## src/design/capture_pkg.sv

```systemverilog
// shared constants, modes and carriers of the edge capture unit
package capture_pkg;

   // ==================================================
   // register byte offsets
   localparam logic [7:0] ADR_TB_CTRL  = 8'h00;
   localparam logic [7:0] ADR_TB_COUNT = 8'h04;
   localparam logic [7:0] ADR_FLAGS    = 8'h08;
   localparam logic [7:0] ADR_MASK     = 8'h0C;
   localparam logic [7:0] ADR_ALT_PIN  = 8'h10;
   localparam logic [7:0] ADR_CH_BASE  = 8'h20;
   localparam logic [3:0] CH_CTRL      = 4'h0;
   localparam logic [3:0] CH_VAL_LOW   = 4'h4;
   localparam logic [3:0] CH_VAL_HIGH  = 4'h8;
   localparam logic [3:0] CH_PORT      = 4'hC;

   // ==================================================
   // field positions
   localparam int TB_ON_BIT    = 0;
   localparam int TB_EXT_BIT   = 1;
   localparam int PORT_OUT_BIT = 0;
   localparam int PORT_DIR_BIT = 1;
   localparam int CH_SHIFT     = 4;

   // ==================================================
   // reset values
   localparam logic [1:0] TB_CTRL_RST = 2'h0;
   localparam logic [1:0] PORT_RST    = 2'h2;
   localparam logic [3:0] MODE_RST    = 4'h0;

   // ==================================================
   // timing: instruction clock is the system clock divided by four
   localparam logic [1:0] INSTR_DIV_LAST = 2'h3;
   localparam logic [3:0] PRE4_LAST      = 4'h3;
   localparam logic [3:0] PRE16_LAST     = 4'hF;

   // ==================================================
   // modes and carriers
   typedef enum logic [3:0] {
      MODE_OFF    = 4'b0000,
      MODE_FALL   = 4'b0100,
      MODE_RISE   = 4'b0101,
      MODE_RISE4  = 4'b0110,
      MODE_RISE16 = 4'b0111
   } capture_mode_e;

   typedef struct packed {
      logic [3:0] mode;
      logic       portOut;
      logic       dirIn;
   } chan_ctrl_s;

endpackage : capture_pkg

```

## src/design/shared_timebase.sv

```systemverilog
// shared 16-bit timebase with instruction or external count source
`timescale 1ns/1ns
module shared_timebase
   import capture_pkg::*;
#(
   parameter int WIDTH = 16
) (
   input  wire logic             clk,
   input  wire logic             rst,
   input  wire logic             ce,
   input  wire logic             on,
   input  wire logic             extSrc,
   input  wire logic             sleep,
   input  wire logic             extClkIn,
   input  wire logic             load,
   input  wire logic [WIDTH-1:0] loadValue,
   output logic      [WIDTH-1:0] count
);
   logic [1:0] div;
   logic       ext1;
   logic       ext2;
   logic       ext3;
   wire        instrTick = (div == INSTR_DIV_LAST);
   wire        extRise   = ext2 & ~ext3;
   // internal source halts in sleep, external keeps running
   wire        step = on &
                      (extSrc ? extRise : (instrTick & ~sleep));

   always_ff @(posedge clk or posedge rst) begin
      if (rst) begin
         div   <= 2'h0;
         ext1  <= 1'b0;
         ext2  <= 1'b0;
         ext3  <= 1'b0;
         count <= '0;
      end else if (ce) begin
         div  <= div + 2'h1;
         ext1 <= extClkIn;
         ext2 <= ext1;
         ext3 <= ext2;
         if (load) begin
            count <= loadValue;
         end else if (step) begin
            count <= count + WIDTH'(1);
         end
      end
   end
endmodule : shared_timebase

```

## src/design/capture_channel.sv

```systemverilog
// one capture channel: synchroniser, edge select, prescaler, value
`timescale 1ns/1ns
module capture_channel
   import capture_pkg::*;
#(
   parameter int WIDTH = 16
) (
   input  wire logic             clk,
   input  wire logic             rst,
   input  wire logic             ce,
   input  wire logic [3:0]       mode,
   input  wire logic             pinLevel,
   input  wire logic [WIDTH-1:0] count,
   output logic                  eventHit,
   output logic      [WIDTH-1:0] captureValue
);
   logic       sync1;
   logic       sync2;
   logic       last;
   logic [3:0] preCount;

   wire rise      = sync2 & ~last;
   wire fall      = ~sync2 & last;
   wire inCapture = (mode == MODE_FALL) | (mode == MODE_RISE) |
                    (mode == MODE_RISE4) | (mode == MODE_RISE16);
   wire preLast   = (mode == MODE_RISE4) ? (preCount == PRE4_LAST)
                                         : (preCount == PRE16_LAST);
   // prescaler is not cleared between prescaled modes: a direct switch
   // may fire early, software must pass through off first
   wire preMode   = (mode == MODE_RISE4) | (mode == MODE_RISE16);

   always_comb begin
      eventHit = 1'b0;
      if (mode == MODE_FALL) begin
         eventHit = fall;
      end else if (mode == MODE_RISE) begin
         eventHit = rise;
      end else if (preMode) begin
         eventHit = rise & preLast;
      end
   end

   always_ff @(posedge clk or posedge rst) begin
      if (rst) begin
         sync1        <= 1'b0;
         sync2        <= 1'b0;
         last         <= 1'b0;
         preCount     <= 4'h0;
         captureValue <= '0;
      end else if (ce) begin
         sync1 <= pinLevel;
         sync2 <= sync1;
         last  <= sync2;
         if (!inCapture) begin
            preCount <= 4'h0;
         end else if (preMode && rise) begin
            preCount <= preLast ? 4'h0 : preCount + 4'h1;
         end
         if (eventHit) begin
            captureValue <= count;
         end
      end
   end
endmodule : capture_channel

```

## src/design/timer_edge_capture_unit.sv

```systemverilog
// top of the edge capture unit: bus slave, flags, pins, channels
//
// Behaviour
// - a qualifying event copies the 16-bit timebase, high and low bytes
// - mode field picks falling, rising, every 4th or 16th rising edge
// - every capture sets that channel's event flag
// - the event flag stays set until software clears it
// - a new capture overwrites an unread value, no overrun guard
// - with the pin as output, a port write can trigger a capture
// - capture input may be routed to an alternative pin
// - mode change may raise a false flag; software clears it after
// - prescaler cleared whenever the channel is off or not capturing
// - every reset clears the prescaler
// - switching prescale directly may misfire; write zero first
// - on instruction clock, timebase holds during sleep and resumes
// - on external source, capture keeps working in sleep
// - all five channels behave identically
//
// Design decisions made here: the placing of the registers and the Wishbone register port.
`timescale 1ns/1ns
module timer_edge_capture_unit
   import capture_pkg::*;
#(
   parameter int CHANNELS = 5,
   parameter int WIDTH    = 16
) (
   input  wire logic                clk,
   input  wire logic                rst,
   input  wire logic                ce,
   input  wire logic                sleep,
   input  wire logic                extClkIn,
   input  wire logic                cyc_i,
   input  wire logic                stb_i,
   input  wire logic                we_i,
   input  wire logic [7:0]          adr_i,
   input  wire logic [31:0]         dat_i,
   input  wire logic [3:0]          sel_i,
   output logic      [31:0]         dat_o,
   output logic                     ack_o,
   input  wire logic [CHANNELS-1:0] pinIn,
   output logic      [CHANNELS-1:0] pinOut,
   output logic      [CHANNELS-1:0] pinOe,
   input  wire logic [CHANNELS-1:0] altPinIn,
   output logic      [CHANNELS-1:0] altPinOut,
   output logic      [CHANNELS-1:0] altPinOe,
   output logic                     irq
);
   // ==================================================
   // state
   logic [1:0]          tbCtrl;
   logic [CHANNELS-1:0] flags;
   logic [CHANNELS-1:0] mask;
   logic [CHANNELS-1:0] altSel;
   chan_ctrl_s          chCtrl [CHANNELS];
   logic [WIDTH-1:0]    count;
   logic [WIDTH-1:0]    chValue [CHANNELS];
   logic [CHANNELS-1:0] capHit;
   logic [CHANNELS-1:0] pinLevel;

   // ==================================================
   // bus decode
   wire        request  = cyc_i & stb_i & ~ack_o;
   wire        wrLow    = request & we_i & sel_i[0];
   wire        wrHigh   = request & we_i & sel_i[1];
   wire [7:0]  chOffset = adr_i - ADR_CH_BASE;
   wire [3:0]  chIdx    = chOffset[7:CH_SHIFT];
   wire [3:0]  chSub    = adr_i[3:0];
   wire        chHit    = (adr_i >= ADR_CH_BASE) &&
                          (chIdx < 4'(CHANNELS));
   wire        hitCtrl  = (adr_i == ADR_TB_CTRL);
   wire        hitCount = (adr_i == ADR_TB_COUNT);
   wire        hitFlags = (adr_i == ADR_FLAGS);
   wire        hitMask  = (adr_i == ADR_MASK);
   wire        hitAlt   = (adr_i == ADR_ALT_PIN);
   wire [CHANNELS-1:0] flagClear =
      (wrLow && hitFlags) ? dat_i[CHANNELS-1:0] : '0;
   wire        tbLoad   = (wrLow | wrHigh) & hitCount;
   wire [WIDTH-1:0] tbLoadValue = {
      wrHigh ? dat_i[15:8] : count[15:8],
      wrLow  ? dat_i[7:0]  : count[7:0]};

   // ==================================================
   // read selection; unmapped addresses answer zero
   chan_ctrl_s      selCtrl;
   logic [WIDTH-1:0] selValue;
   logic [31:0]     chWord;
   logic [31:0]     readWord;

   assign selCtrl  = chHit ? chCtrl[chIdx[2:0]] : '0;
   assign selValue = chHit ? chValue[chIdx[2:0]] : '0;
   assign chWord   =
      (chSub == CH_CTRL)     ? {28'h0, selCtrl.mode} :
      (chSub == CH_VAL_LOW)  ? {24'h0, selValue[7:0]} :
      (chSub == CH_VAL_HIGH) ? {24'h0, selValue[15:8]} :
      (chSub == CH_PORT)     ? {30'h0, selCtrl.dirIn, selCtrl.portOut} :
                               32'h0;
   assign readWord =
      hitCtrl  ? {30'h0, tbCtrl} :
      hitCount ? {16'h0, count} :
      hitFlags ? 32'(flags) :
      hitMask  ? 32'(mask) :
      hitAlt   ? 32'(altSel) :
      chHit    ? chWord : 32'h0;

   // ==================================================
   // bus slave: one wait state, ack for a single cycle
   always_ff @(posedge clk or posedge rst) begin
      if (rst) begin
         ack_o <= 1'b0;
         dat_o <= 32'h0;
      end else if (ce) begin
         ack_o <= request;
         if (request) begin
            dat_o <= readWord;
         end
      end
   end

   // ==================================================
   // global registers
   always_ff @(posedge clk or posedge rst) begin
      if (rst) begin
         tbCtrl <= TB_CTRL_RST;
         mask   <= '0;
         altSel <= '0;
      end else if (ce && wrLow) begin
         if (hitCtrl) begin
            tbCtrl <= dat_i[1:0];
         end else if (hitMask) begin
            mask <= dat_i[CHANNELS-1:0];
         end else if (hitAlt) begin
            altSel <= dat_i[CHANNELS-1:0];
         end
      end
   end

   // set wins over a write-one clear in the same cycle
   always_ff @(posedge clk or posedge rst) begin
      if (rst) begin
         flags <= '0;
      end else if (ce) begin
         flags <= (flags & ~flagClear) | capHit;
      end
   end

   assign irq = |(flags & mask);

   // ==================================================
   // shared timebase
   shared_timebase #(
      .WIDTH (WIDTH)
   ) u_timebase (
      .clk       (clk),
      .rst       (rst),
      .ce        (ce),
      .on        (tbCtrl[TB_ON_BIT]),
      .extSrc    (tbCtrl[TB_EXT_BIT]),
      .sleep     (sleep),
      .extClkIn  (extClkIn),
      .load      (tbLoad),
      .loadValue (tbLoadValue),
      .count     (count)
   );

   // ==================================================
   // channels
   for (genvar i = 0; i < CHANNELS; i++) begin : g_ch
      wire wrThis = ce && wrLow && chHit && (chIdx == 4'(i));

      always_ff @(posedge clk or posedge rst) begin
         if (rst) begin
            chCtrl[i].mode    <= MODE_RST;
            chCtrl[i].portOut <= PORT_RST[PORT_OUT_BIT];
            chCtrl[i].dirIn   <= PORT_RST[PORT_DIR_BIT];
         end else if (wrThis && chSub == CH_CTRL) begin
            // a mode change may leave a stale edge that flags once
            chCtrl[i].mode <= dat_i[3:0];
         end else if (wrThis && chSub == CH_PORT) begin
            chCtrl[i].portOut <= dat_i[PORT_OUT_BIT];
            chCtrl[i].dirIn   <= dat_i[PORT_DIR_BIT];
         end
      end

      // an output-configured pin feeds back its own latch
      assign pinLevel[i] = !chCtrl[i].dirIn ? chCtrl[i].portOut :
                           altSel[i] ? altPinIn[i] : pinIn[i];
      assign pinOut[i]    = chCtrl[i].portOut;
      assign altPinOut[i] = chCtrl[i].portOut;
      assign pinOe[i]     = !chCtrl[i].dirIn && !altSel[i];
      assign altPinOe[i]  = !chCtrl[i].dirIn && altSel[i];

      capture_channel #(
         .WIDTH (WIDTH)
      ) u_channel (
         .clk          (clk),
         .rst          (rst),
         .ce           (ce),
         .mode         (chCtrl[i].mode),
         .pinLevel     (pinLevel[i]),
         .count        (count),
         .eventHit     (capHit[i]),
         .captureValue (chValue[i])
      );
   end
endmodule : timer_edge_capture_unit

```

## config.mk

```make
export PLATFORM = sky130hd
export DESIGN_NAME = timer_edge_capture_unit
export DESIGN_NICKNAME = d
export VERILOG_FILES = /design/src/design/capture_pkg.sv /design/src/design/shared_timebase.sv /design/src/design/capture_channel.sv /design/src/design/timer_edge_capture_unit.sv
export SDC_FILE = /design/constraint.sdc
export NUM_CORES = 1
export LEC_CHECK = 0
export BUFFER_PORTS_ARGS = -buffer_cell sky130_fd_sc_hd__buf_2
export CAP_MARGIN = 20
export CORE_MARGIN = 1.5
export CORE_UTILIZATION = 40
export CTS_CLUSTER_SIZE = 12
export DETAILED_ROUTE_END_ITERATION = 10
export PLACE_DENSITY = 0.66
export SLEW_MARGIN = 40
export SYNTH_ARGS = -nofsm -noshare
export SYNTH_HDL_FRONTEND = slang
export SYNTH_SLANG_ARGS = --single-unit
```

## constraint.sdc

```tcl
create_clock -name clk -period 17.9 [get_ports clk]
set_input_delay 0.895 -clock clk [delete_from_list [all_inputs] [get_ports clk]]
set_output_delay 0.895 -clock clk [all_outputs]
set_load 0.005 [all_outputs]
```

After elaboration in Yosys (flattened, before gate mapping)
Cells that the tools add are included.
- register bits after elaboration: 216
- bits of input ports: 62
- output and inout port bits: 54
- word-level logic and storage cells: 319
- add/sub/neg operators: 8
- $lt $le $gt $ge: 3
- equal/unequal tests: 49
- muxes and demuxes: 67
- bitwise operators: 70
- reductions and logical operators: 70
- operator list (operator ; number):
    16-bit 2-to-1 mux ; 6
    4-bit by 3-bit == test with 1-bit output, second input constant ; 22
    8-bit 2-to-1 mux ; 9
    4-bit 2-to-1 mux ; 15
    16-bit binary-select mux with 3-bit select ; 1
    1-bit logical AND ; 34
    2-bit AND reduction ; 17
    1-bit 2-to-1 mux ; 31
    4-bit by 2-bit == test with 1-bit output, second input constant ; 7
    4-bit == test, second input constant ; 7
    1-bit bitwise AND ; 24
    1-bit OR ; 21
    4-bit by 1-bit adder with 4-bit output, second input constant ; 5
    1-bit inverter ; 20
    6-bit binary-select mux with 3-bit select ; 1
    16-bit by 1-bit adder with 16-bit output, second input constant ; 1
    8-bit by 4-bit == test with 1-bit output, second input constant ; 2
    2-bit inequality test, second input constant ; 7
    6-bit 2-to-1 mux ; 2
    5-bit bitwise AND ; 2
    1-bit zero test ; 10
    3-bit AND reduction ; 3
    8-bit by 3-bit == test with 1-bit output, second input constant ; 1
    8-bit by 5-bit == test with 1-bit output, second input constant ; 1
    other kinds (17) ; 18

Longest topological paths before layout
Gate-level depths: netlist of run 1.
- depth after elaboration: 15
- gate-level depth with buffers: 11
- depth with buffers taken out: 7

Modules after synthesis
A second synthesis of run 1 with hierarchy kept.
- cell total of the unflattened synthesis: 1028
- area total of the unflattened synthesis: 11452.2 µm²
- by module, submodules not included (module ; times used ; cells an instance ; area an instance (µm²) ; sequential area each (µm²)):
    capture_channel ; 5 ; 82 ; 1108.6 ; 575.6
    timer_edge_capture_unit ; 1 ; 468 ; 4513.1 ; 1607.8
    shared_timebase ; 1 ; 150 ; 1396.3 ; 525.5

Worst setup path after synthesis of run 1
OpenSTA, ideal clock, no wires.
- kind: input port to flip-flop
- start: input adr_i[5]
- end: register, netlist name chCtrl[20]
- library setup time: 0.125 ns
- arrival: 3.273 ns
- data required time: 17.775 ns
- path slack: 14.502 ns
- cell stages on the path: 9
- path buffers: 2
- path through: buf_2 inv_1 clkbuf_1 ha_1 inv_1 a221o_1 or4_1 nor2_1 mux2_2
- longest elaborated chain between the ends: 6
- elaborated cells between the ends (all ways): 8
- classes of those cells: add/sub: 1; order compare: 2; eq/ne: 1; reduce/logical: 4
- RTL lines (item ; RTL line ; RTL):
    from (decl) ; timer_edge_capture_unit.sv:35 ; input wire logic [7:0] adr_i,
    8-bit by 6-bit subtractor with 8-bit output ; timer_edge_capture_unit.sv:65 ; wire [7:0] chOffset = adr_i - ADR_CH_BASE;
    4-bit by 3-bit < comparator with 1-bit output ; timer_edge_capture_unit.sv:69 ; (chIdx < 4'(CHANNELS));
    1-bit logical AND ; timer_edge_capture_unit.sv:68 ; wire chHit = (adr_i >= ADR_CH_BASE) &&
    1-bit logical AND ; timer_edge_capture_unit.sv:168 ; wire wrThis = ce && wrLow && chHit && (chIdx == 4'(i));
    1-bit logical AND * ; timer_edge_capture_unit.sv:168 ;
    1-bit logical AND * ; timer_edge_capture_unit.sv:175 ; end else if (wrThis && chSub == CH_CTRL) begin
Every way passes the cells marked *; elsewhere a longest branch is shown, timed or not.
A chain may end at the register's enable or synchronous reset.

Final worst setup path of run 1
- start: input adr_i[5]
- end: register, netlist name chCtrl[20]
- longest elaborated chain between the ends: 6
- elaborated cells between the ends (all ways): 8
- classes of those cells: add/sub: 1; order compare: 2; eq/ne: 1; reduce/logical: 4
- RTL lines (item ; RTL line):
    8-bit by 6-bit subtractor with 8-bit output ; timer_edge_capture_unit.sv:65
    4-bit by 3-bit < comparator with 1-bit output ; timer_edge_capture_unit.sv:69
    1-bit logical AND ; timer_edge_capture_unit.sv:68
    1-bit logical AND ; timer_edge_capture_unit.sv:168
    1-bit logical AND * ; timer_edge_capture_unit.sv:168
    1-bit logical AND * ; timer_edge_capture_unit.sv:175
Marks and branches as above.

==> impl_metrics.yaml, run 1 <==
run_status:
  status: "finished, final reports clean"
layout:
  nets: 1028
  final_util_pct: 45.88
  fin_cells: 1301
  area_growth_pct: 11.93
  design_area_mm2: 0.01162
  drive_gt1_share_pct: 31.72
  insertedDiodeCount: 0
sta:
  slew_headroom_pct: 45.92
  finalMaxSlewViolations: 0
  worst_slew_pin_slew_ps: 799.9
  finalHoldViolations: 0
  setup_violations: 0
  period_needed_ps: 4466
  skew_ps: 17.97
  min_period_over_period_pct: 24.95
  fmax_mhz: 223.9
  setup_tns_ps: 0
  rsz0062_at_grt: "no"
min_path:
  holdPathStages: 1
  holdPathEnd: "u_timebase.div[0]"
  worstHoldStart: "u_timebase.div[0]"
  min_path_type: "reg -> reg"
logic_synthesis:
  synth_area_per_cell_um2: 11.40
  ys_warn_count: 0
  synth_area_leaders: "dfrtp_1, mux2_2, mux4_2, o21ai_0, buf_4"
  synth.distinct_cells: 78
  synthFlopType: "dfrtp_1"
  synth-async-reset-ratio_pct: 100.0
  synth_top_area_share_pct: 47.00
  synth_edf_count: 0
  synth_area_mm2: 0.01038
  seq_area_frac_synth_pct: 48.27
  ys_seq_elements: 200
  post-synth-top-area-cell: "dfrtp_1"
  synthCells: 911
detailed_routing:
  drt-initial-drc-count: 542
  routed_wl_um: 26460
  drcViolationCount: 0
  vias_per_cell: 5.812
  via_count: 7561
  wl_per_cell_um: 20.34
  ant_nets: 0
  firstDrtPassIters: 5
power_and_ir_drop:
  vdd_drop_max_uv: 51.22
  finalPower_mw: 0.9377
  leakage_nw: 5.392
  powerDensity_mw_per_mm2: 80.70
critical_path:
  rr_worst_depth: 5
  path_class: "in -> reg"
  rr_startpoint: "ack_o"
  cp_max_fo: 29
  reg2reg_setup_slack_ps: 15020
  reg2reg_to: "chCtrl[20]"
  timing.critical_path.arrival_ps: 4790
  start_kind: "input port"
  required_ps: 18220
  worstSetupEndpointType: "flip-flop"
grt:
  grt_pass1_wl_um: 41970
  grt_pass1_vias: 7500
  grt_max_degree: 125
  gr-total-overflow: 0
  grt_antenna_before_repair: 1
  track_usage_pct: 20.39
clock_tree:
  cts_buffers: 17
  cts_tree: "done"
  insertion_delay_ps: 440
  h-tree-depth: 4
  cts_setup_buffers: 0
  cts.repair.resized: 0
  clock_sinks: 200
  holdBufCountCts: 0
  path_clk_slew_ps: 80
  cts-root-buf: "clkbuf_16"
  clk_path_buf_depth: 2
floorplan:
  design.core.area_mm2: 0.02533
  die_y_um: 164.1
  start_util_pct: 40.99
  ios: 116
  dieWidth_um: 164.1
  die_area_mm2: 0.02693
  core.rowCount: 58
placement:
  numPortBuffers: 81
  gp_congestion: 0.8782
  hpwl_um: 17630
  postPlaceCellArea_mm2: 0.01098
  dp_cells: 1269
run:
  cap_violations: 0
==> routing by layer <==
metal  global-route usage [%]  vias up  wire length (µm)
li1                         -     3452                 -
met1                    28.21     3860             12040
met2                    32.20      204             12580
met3                    3.712       45              1262
met4                    6.901        0               582
met5                        0        -                 0
==> how the worst max path moves through the flow <==
stage               depth (start not counted)      from    endpoint
finish                                     10  adr_i[5]  chCtrl[20]
global route                               10  adr_i[5]  chCtrl[26]
CTS                                        10  adr_i[5]  chCtrl[26]
detailed placement                         10  adr_i[5]  chCtrl[26]
global placement                           10  adr_i[5]  chCtrl[28]
floorplan                                   1       rst       ack_o
==> logic make-up after synthesis <==
| group | Yosys count | synth area share (%) |
|---|---|---|
| adders and majority gates | 8 | 0.9642 |
| muxes | 175 | 20.50 |
| other | 1 | 0.03612 |
| DFF | 200 | 48.27 |
| AOI/OAI and AO/OA | 196 | 12.80 |
| and+or+nand+nor | 230 | 12.26 |
| xor gates and xnor gates | 8 | 0.6750 |
| buffers and inverters | 93 | 4.496 |
==> Yosys cell counts (all sizes together), types with 8 or more instances <==
cell,number
nand2b,16
dfrtp,195
buf,40
nor2,48
a22o,10
a22oi,9
a211oi,9
o22ai,13
nor2b,13
inv,10
a2bb2oi,15
nor3,20
nand2,44
mux4,16
a21oi,38
o21ai,45
clkbuf,42
nand3,27
ha,8
mux2,141
mux2i,18
a21o,11
==> flip-flops by register name, indices dropped and copies added, names as in the netlist, 16 cells and up <==
signal	cells
chCtrl	25
u_timebase.count	16
dat_o	16
g_ch.u_channel.preCount	20
g_ch.u_channel.captureValue	80
==> where the power goes <==
part	internal, mW	total [mW]	leakage (nW)	switching, mW
registers	0.457	0.462	2.76	0.00475
clock network	0.227	0.415	0.313	0.188
logic	0.0198	0.0604	2.32	0.0405
==> final cells by class <==
cell class	count	area (µm²)
clock inverters	15	210.2
repair buffers	95	514.2
multi-input cells	633	4992
flip-flops and latches	200	5011
inverters	11	53.80
well taps	330	412.9
fillers	2362	13710
clock buffers	17	425.4
==> worst max-delay path: stages <==
cell and delay, ps:
buf_2 80, buf_4 400, inv_1 330, ha_1 580
buf_4 380, inv_1 300, a221o_1 540, or4_1 540
nor2_1 330, mux2_2 390
==> layout by cell type, fill, tap and decap left out, types with 10 or more instances in the layout <==
master and instances:
nand3_1 27, mux4_2 16, buf_4 13, dfrtp_1 195, a21oi_1 38, o21ai_0 42, a21o_1 11, conb_1 16
clkbuf_16 17, nor3_1 18, nand2b_1 16, nand2_1 44, a22o_1 10, o22ai_1 13, nor2_1 47, mux2_2 140
mux2i_1 18, buf_2 81, nor2b_1 13, a2bb2oi_1 15
==> per-stage QoR <==
step / hold slack (ps) / setup WS [ps]
floorplan: 444.9 / 11560
global placement: 458.6 / 13030
detailed placement: 464.2 / 13010
CTS: 480.8 / 13450
global route: 489.6 / 13220
finish: 476.3 / 13430
Note: power is estimated with default switching activity, not from simulation.
==> run 2, diff against run 1 <==
Settings changed: PLACE_DENSITY 0.66 to 0.68.
Clock period 17.9 ns to 3.7 ns, I/O delays scaled along.
==> run 2 against run 1 <==
  * Die area unchanged
  * Critical path depth fell by 4
  * Sequential share of layout area is 0.26 points lower
  * Register-to-register slack lost 14000 ps
  * Utilization rose by 0.28 points
  * Sequential power grew to 4.8 times the previous value
  * Cell count is 0.92% higher
  * Count of clock-buffer cells in the layout unchanged
  * Flip-flop and latch count is the same
  * Global-route usage increased by 0.21 points
  * Via count rose by 1.3%
  * Critical endpoint is now chCtrl[10]
  * Largest power group unchanged
==> impl_metrics.yaml, run 2 (synthesis gave the netlist of run 1 again) <==
run_status:
  status: "finished, final reports clean"
critical_path:
  start_kind: "flip-flop"
  cp_max_fo: 7
  timing.critical_path.arrival_ps: 3050
  path_class: "reg -> reg"
  worstSetupEndpointType: "flip-flop"
  required_ps: 4020
sta:
  skew_ps: 16.43
  fmax_mhz: 366.2
  rsz0062_at_grt: "no"
  worst_slew_pin_slew_ps: 731.3
  slew_headroom_pct: 50.56
  setup_violations: 0
  finalMaxSlewViolations: 0
  setup_tns_ps: 0
  finalHoldViolations: 0
  min_period_over_period_pct: 73.81
  period_needed_ps: 2731
  fin_ws_ps: 968.9
power_and_ir_drop:
  p_clk_share_pct: 42.0
  p_sw_mw: 1.160
  switching_share_pct: 26.49
  p_int_mw: 3.220
  power_frac_seq_pct: 51.0
  vdd_drop_max_uv: 340.4
  leakage_nw: 5.422
  p_comb_share_pct: 7.0
  powerDensity_mw_per_mm2: 374.7
detailed_routing:
  via_count: 7663
  wl_per_cell_um: 20.22
  ant_nets: 0
  routed_wl_um: 26550
  firstDrtPassIters: 5
  drcViolationCount: 0
  drt-initial-drc-count: 660
  vias_per_cell: 5.836
run:
  cap_violations: 0
layout:
  final_cell_mix: "dfrtp_1, mux2_2, buf_2, nor2_1, nand2_1"
  largest_reg_flops: 80
  drive_gt1_share_pct: 32.15
  biggestRegsByFlops: "g_ch.u_channel.captureValue x80, chCtrl x25, g_ch.u_channel.preCount x20"
  final_common_cell: "dfrtp_1"
  area_growth_pct: 12.61
  insertedDiodeCount: 0
  design_area_mm2: 0.01169
  nets: 1040
  regMostFlops: "g_ch.u_channel.captureValue"
grt:
  grt_max_degree: 58
  grt_pass1_wl_um: 42170
  grt_antenna_before_repair: 1
  track_usage_pct: 20.60
  grt_pass1_vias: 7497
  gr-total-overflow: 0
clock_tree:
  holdBufCountCts: 2
  path_clk_slew_ps: 80
  cts.repair.resized: 0
  cts-root-buf: "clkbuf_16"
  insertion_delay_ps: 450
  cts_buffers: 17
  h-tree-depth: 4
  cts_tree: "done"
  cts_setup_buffers: 0
  clock_sinks: 200
  clk_path_buf_depth: 2
floorplan:
  ios: 116
  design.core.area_mm2: 0.02533
  start_util_pct: 40.99
  core.rowCount: 58
  die_area_mm2: 0.02693
  die_y_um: 164.1
  dieWidth_um: 164.1
placement:
  gp_congestion: 0.8948
  pre_cts_slack_ps: 665.2
  postPlaceCellArea_mm2: 0.01109
  hpwl_um: 18250
  numPortBuffers: 81
min_path:
  min_path_type: "in -> reg"
-- run 2: worst paths after layout --
path / from / to / slack [ps] / cells past startpoint
hold / removal: dat_i[6] / u_timebase.count[6] / 90 / 3
max in group asynchronous: rst / mask[0] / 2640 / 6
hold reg to reg: u_timebase.div[0] / u_timebase.div[0] / 480 / 1
min in group asynchronous: rst / g_ch[4].u_channel.captureValue[0] / 390 / 4
setup reg to reg: ack_o / chCtrl[10] / 970 / 6
setup / recovery: ack_o / chCtrl[10] / 970 / 6
-- run 2: metal layers --
metal,track usage (%),vias up,share of wire [%]
met4,6.736,2,1.9
met1,28.02,3930,45
li1,-,3476,-
met3,4.571,42,5.5
met5,0,-,0.026
met2,32.59,213,48
-- run 2: area by class of cell --
cell class	count	area, µm²
clock buffer	17	425.4
clock inverter	15	150.1
fill	2295	13640
multi-input combinational	633	4982
tap	330	412.9
inverter	11	45.04
sequential	200	5011
timing repair buffer	107	663.1
-- run 2: power groups by stage --
stage	Clock [mW]	Combinational, mW	Sequential [mW]
final	1.84	0.306	2.24
after global routing	1.96	0.342	2.24
after CTS	1.87	0.308	2.24
after detailed placement	0	0.305	2.28
after global placement	0	0.295	2.28
after floorplan	0	0.198	2.27
-- run 2: through the flow --
stage | hold WS, ps | std cells | util, % | power [mW]
final | 85.49 | 1313 | 46.16 | 4.380
after CTS | 66.89 | 1313 | 46.16 | 4.418
after floorplan | 335.5 | 926 | - | 2.470
after global routing | 84.05 | 1313 | 46.16 | 4.541
after detailed placement | 311.3 | 1279 | 43.81 | 2.583
after global placement | 448.9 | 1277 | 43.61 | 2.572
-- run 2: worst max-delay path, stage by stage, from the launching register on --
cell and delay [ps]:
dfrtp_1 410, and4b_1 250, buf_4 180, nand3_1 350
or4_1 720, nor2_1 310, mux2_2 380
==> run 3, diff against run 2 <==
Settings changed: ABC_AREA from default to 1.
Clock period 3.7 ns to 2.33 ns, I/O delays scaled along.
==> run 3 against run 2 <==
  * Power grew 63%
  * Clock skew shrank 5.0 ps
  * Die area grew 0.10%
  * Register-to-register slack lost 690 ps
  * Wire length grew 3.3%
  * Critical endpoint is now u_timebase.count[12]
==> impl_metrics.yaml, run 3 <==
grt:
  grt_pass1_vias: 8594
  track_usage_pct: 21.20
  grt_pass1_wl_um: 44690
  grt_antenna_before_repair: 0
  gr-total-overflow: 0
  grt_max_degree: 65
min_path:
  holdPathStages: 3
  worstHoldStart: "altPinIn[0]"
  min_path_type: "in -> reg"
  holdPathEnd: "g_ch[0].u_channel.sync1"
detailed_routing:
  drcViolationCount: 0
  routed_wl_um: 27420
  wl_per_cell_um: 15.58
  firstDrtPassIters: 6
  via_count: 9159
  ant_nets: 0
  vias_per_cell: 5.204
  drt-initial-drc-count: 868
critical_path:
  reg2reg_to: "u_timebase.count[12]"
  worst_path_largest_cell_delay_ps: 400
  path_delay_family: "simple AND/OR/NAND/NOR gates"
  timing.critical_path.arrival_ps: 2410
  cp_max_fo: 14
  worst-path-buf-inv: 2
  worstSetupEndpointType: "flip-flop"
  start_kind: "flip-flop"
  path_class: "reg -> reg"
  rr_worst_depth: 12
  rr_startpoint: "ack_o"
  required_ps: 2690
  cpMaxStageDelayCell: "dfrtp_1"
  crit_chain: "nor2_1 > nand2_1 > nor2_1 > inv_1 > nand2_1 > nand2_4 > nand2_2 > nand2_2 > a21oi_4 > buf_4 > o21ai_2 > o22ai_2"
  reg2reg_setup_slack_ps: 280
placement:
  numPortBuffers: 81
  hpwl_um: 19520
  postPlaceCellArea_mm2: 0.01113
  gp_congestion: 0.9109
layout:
  area_growth_pct: 14.13
  design_area_mm2: 0.01186
  final_common_cell: "nand2_1"
  drive_gt1_share_pct: 13.71
  nets: 1487
  final_cell_mix: "nand2_1, dfrtp_1, o21ai_0, inv_1, nor2_1"
  seqCellArea_mm2: 0.005011
  multi_input_area_mm2: 0.004531
  insertedDiodeCount: 0
  largest_reg_flops: 80
  fillCellCount: 2518
  regMostFlops: "g_ch.u_channel.captureValue"
  biggestRegsByFlops: "g_ch.u_channel.captureValue x80, chCtrl x25, g_ch.u_channel.preCount x20"
logic_synthesis:
  synth_common_cells: "nand2_1, dfrtp_1, o21ai_0"
  synth_top_area_share_pct: 46.95
  synth_area_leaders: "dfrtp_1, nand2_1, o21ai_0, inv_1, nor2_1"
  seq_area_frac_synth_pct: 48.22
  synth-async-reset-ratio_pct: 100.0
  synth.distinct_cells: 55
  post-synth-top-area-cell: "dfrtp_1"
  synthCells: 1321
  synth_edf_count: 0
  ys_warn_count: 0
  synthFlopType: "dfrtp_1"
  synth_area_mm2: 0.01039
  yosysMostFrequentCell: "nand2_1"
  ys_seq_elements: 200
  synth_area_per_cell_um2: 7.867
floorplan:
  die_area_mm2: 0.02696
  start_util_pct: 41.03
  die_y_um: 164.2
  design.core.area_mm2: 0.02533
  core.rowCount: 58
  ios: 116
  dieWidth_um: 164.2
run_status:
  status: "finished, final reports clean"
clock_tree:
  clock_sinks: 200
  clk_path_buf_depth: 2
  cts-root-buf: "clkbuf_16"
  h-tree-depth: 4
  path_clk_slew_ps: 70
  cts_tree: "done"
  cts_buffers: 17
  insertion_delay_ps: 440
sta:
  period_needed_ps: 2049
  rsz0062_at_grt: "no"
  min_period_over_period_pct: 87.93
  setup_tns_ps: 0
  setup_violations: 0
  fmax_mhz: 488.1
  slew_headroom_pct: 57.56
  worst_slew_pin_slew_ps: 636.0
  skew_ps: 11.40
  whs_ps: 13.07
  finalHoldViolations: 0
  finalMaxSlewViolations: 0
power_and_ir_drop:
  powerDensity_mw_per_mm2: 601.9
  leakage_nw: 5.801
  vdd_drop_max_uv: 441.8
run:
  cap_violations: 0
[run 3: changes by cell type after synthesis, moves of 23 or more]
cell      change
a21oi_1      +27
nand3_1      +28
nand2_1     +335
nor2_1       +49
o21ai_0     +141
mux2_2      -140
inv_1       +110
clkbuf_1     -23
[run 3: area by class of cell]
type                       count  area share [%]
inverter                     128           4.093
sequential                   200           42.25
clock buffer                  19           3.650
tap                          330           3.481
clock inverter                13           1.034
multi-input combinational    939           38.20
timing repair buffer         131           7.300
[run 3: cell families after synthesis]
kind of cell	after synthesis	synth area share, %
AO/OA/AOI/OAI	312	16.72
XOR/XNOR	13	1.096
adder cells (fa/ha/maj)	8	0.9632
multiplexers	2	0.2167
AND/OR/NAND/NOR	588	24.02
other	1	0.03608
flip-flops	200	48.22
buffers and inverters	197	8.729
[run 3: layer usage]
layer	track usage [%]	routed length (µm)	vias up	share of wire (%)
met5	0	0	-	0
met4	7.149	694	0	2.5
met1	29.21	12470	4355	45
met3	3.333	1514	38	5.5
met2	33.93	12740	284	46
li1	-	-	4482	-
[run 3: worst max-delay path by stage]
stage | end | cells after the start | startpoint | slack (ps)
after floorplan | ack_o | 1 | rst | -370
after global placement | altPinOut[1] | 9 | adr_i[5] | 260
after detailed placement | altPinOut[1] | 9 | adr_i[5] | 200
after CTS | u_timebase.count[9] | 11 | ack_o | 220
after global routing | u_timebase.count[6] | 11 | ack_o | 6
final | u_timebase.count[12] | 12 | ack_o | 280
[run 3: worst register-to-register path, cell delays in order, from the launching register on]
cell and delay (ps):
dfrtp_1 400, nor2_1 220, nand2_1 70, nor2_1 150, inv_1 100, nand2_1 110, nand2_4 70, nand2_2 60
nand2_2 90, a21oi_4 360, buf_4 210, o21ai_2 60, o22ai_2 80
[run 3: where the power goes]
part | internal [mW] | leakage [nW] | total (mW) | switching (mW)
sequential | 3.57 | 2.65 | 3.63 | 0.0607
combinational | 0.223 | 2.88 | 0.657 | 0.434
clock | 1.49 | 0.266 | 2.86 | 1.37
[run 3: repair_timing]
item | CTS | global route
gates resized for setup | 0 | 1
endpoints found under the setup margin | 0 | 6
hold buffers | 14 | 0
setup buffers | 0 | 4
hold endpoints to repair | 29 | 0
[run 3: through the flow]
step           std cells  utilization (%)  total power, mW  setup WS, ps
6_report            1760            46.83            7.139         281.3
5_1_grt             1760            46.83            7.455         6.080
4_1_cts             1756            46.71            7.184         220.2
3_5_place_dp        1710            43.96            4.331         203.4
3_3_place_gp        1710            43.96            4.315         257.4
2_1_floorplan       1336                -            4.107        -370.8
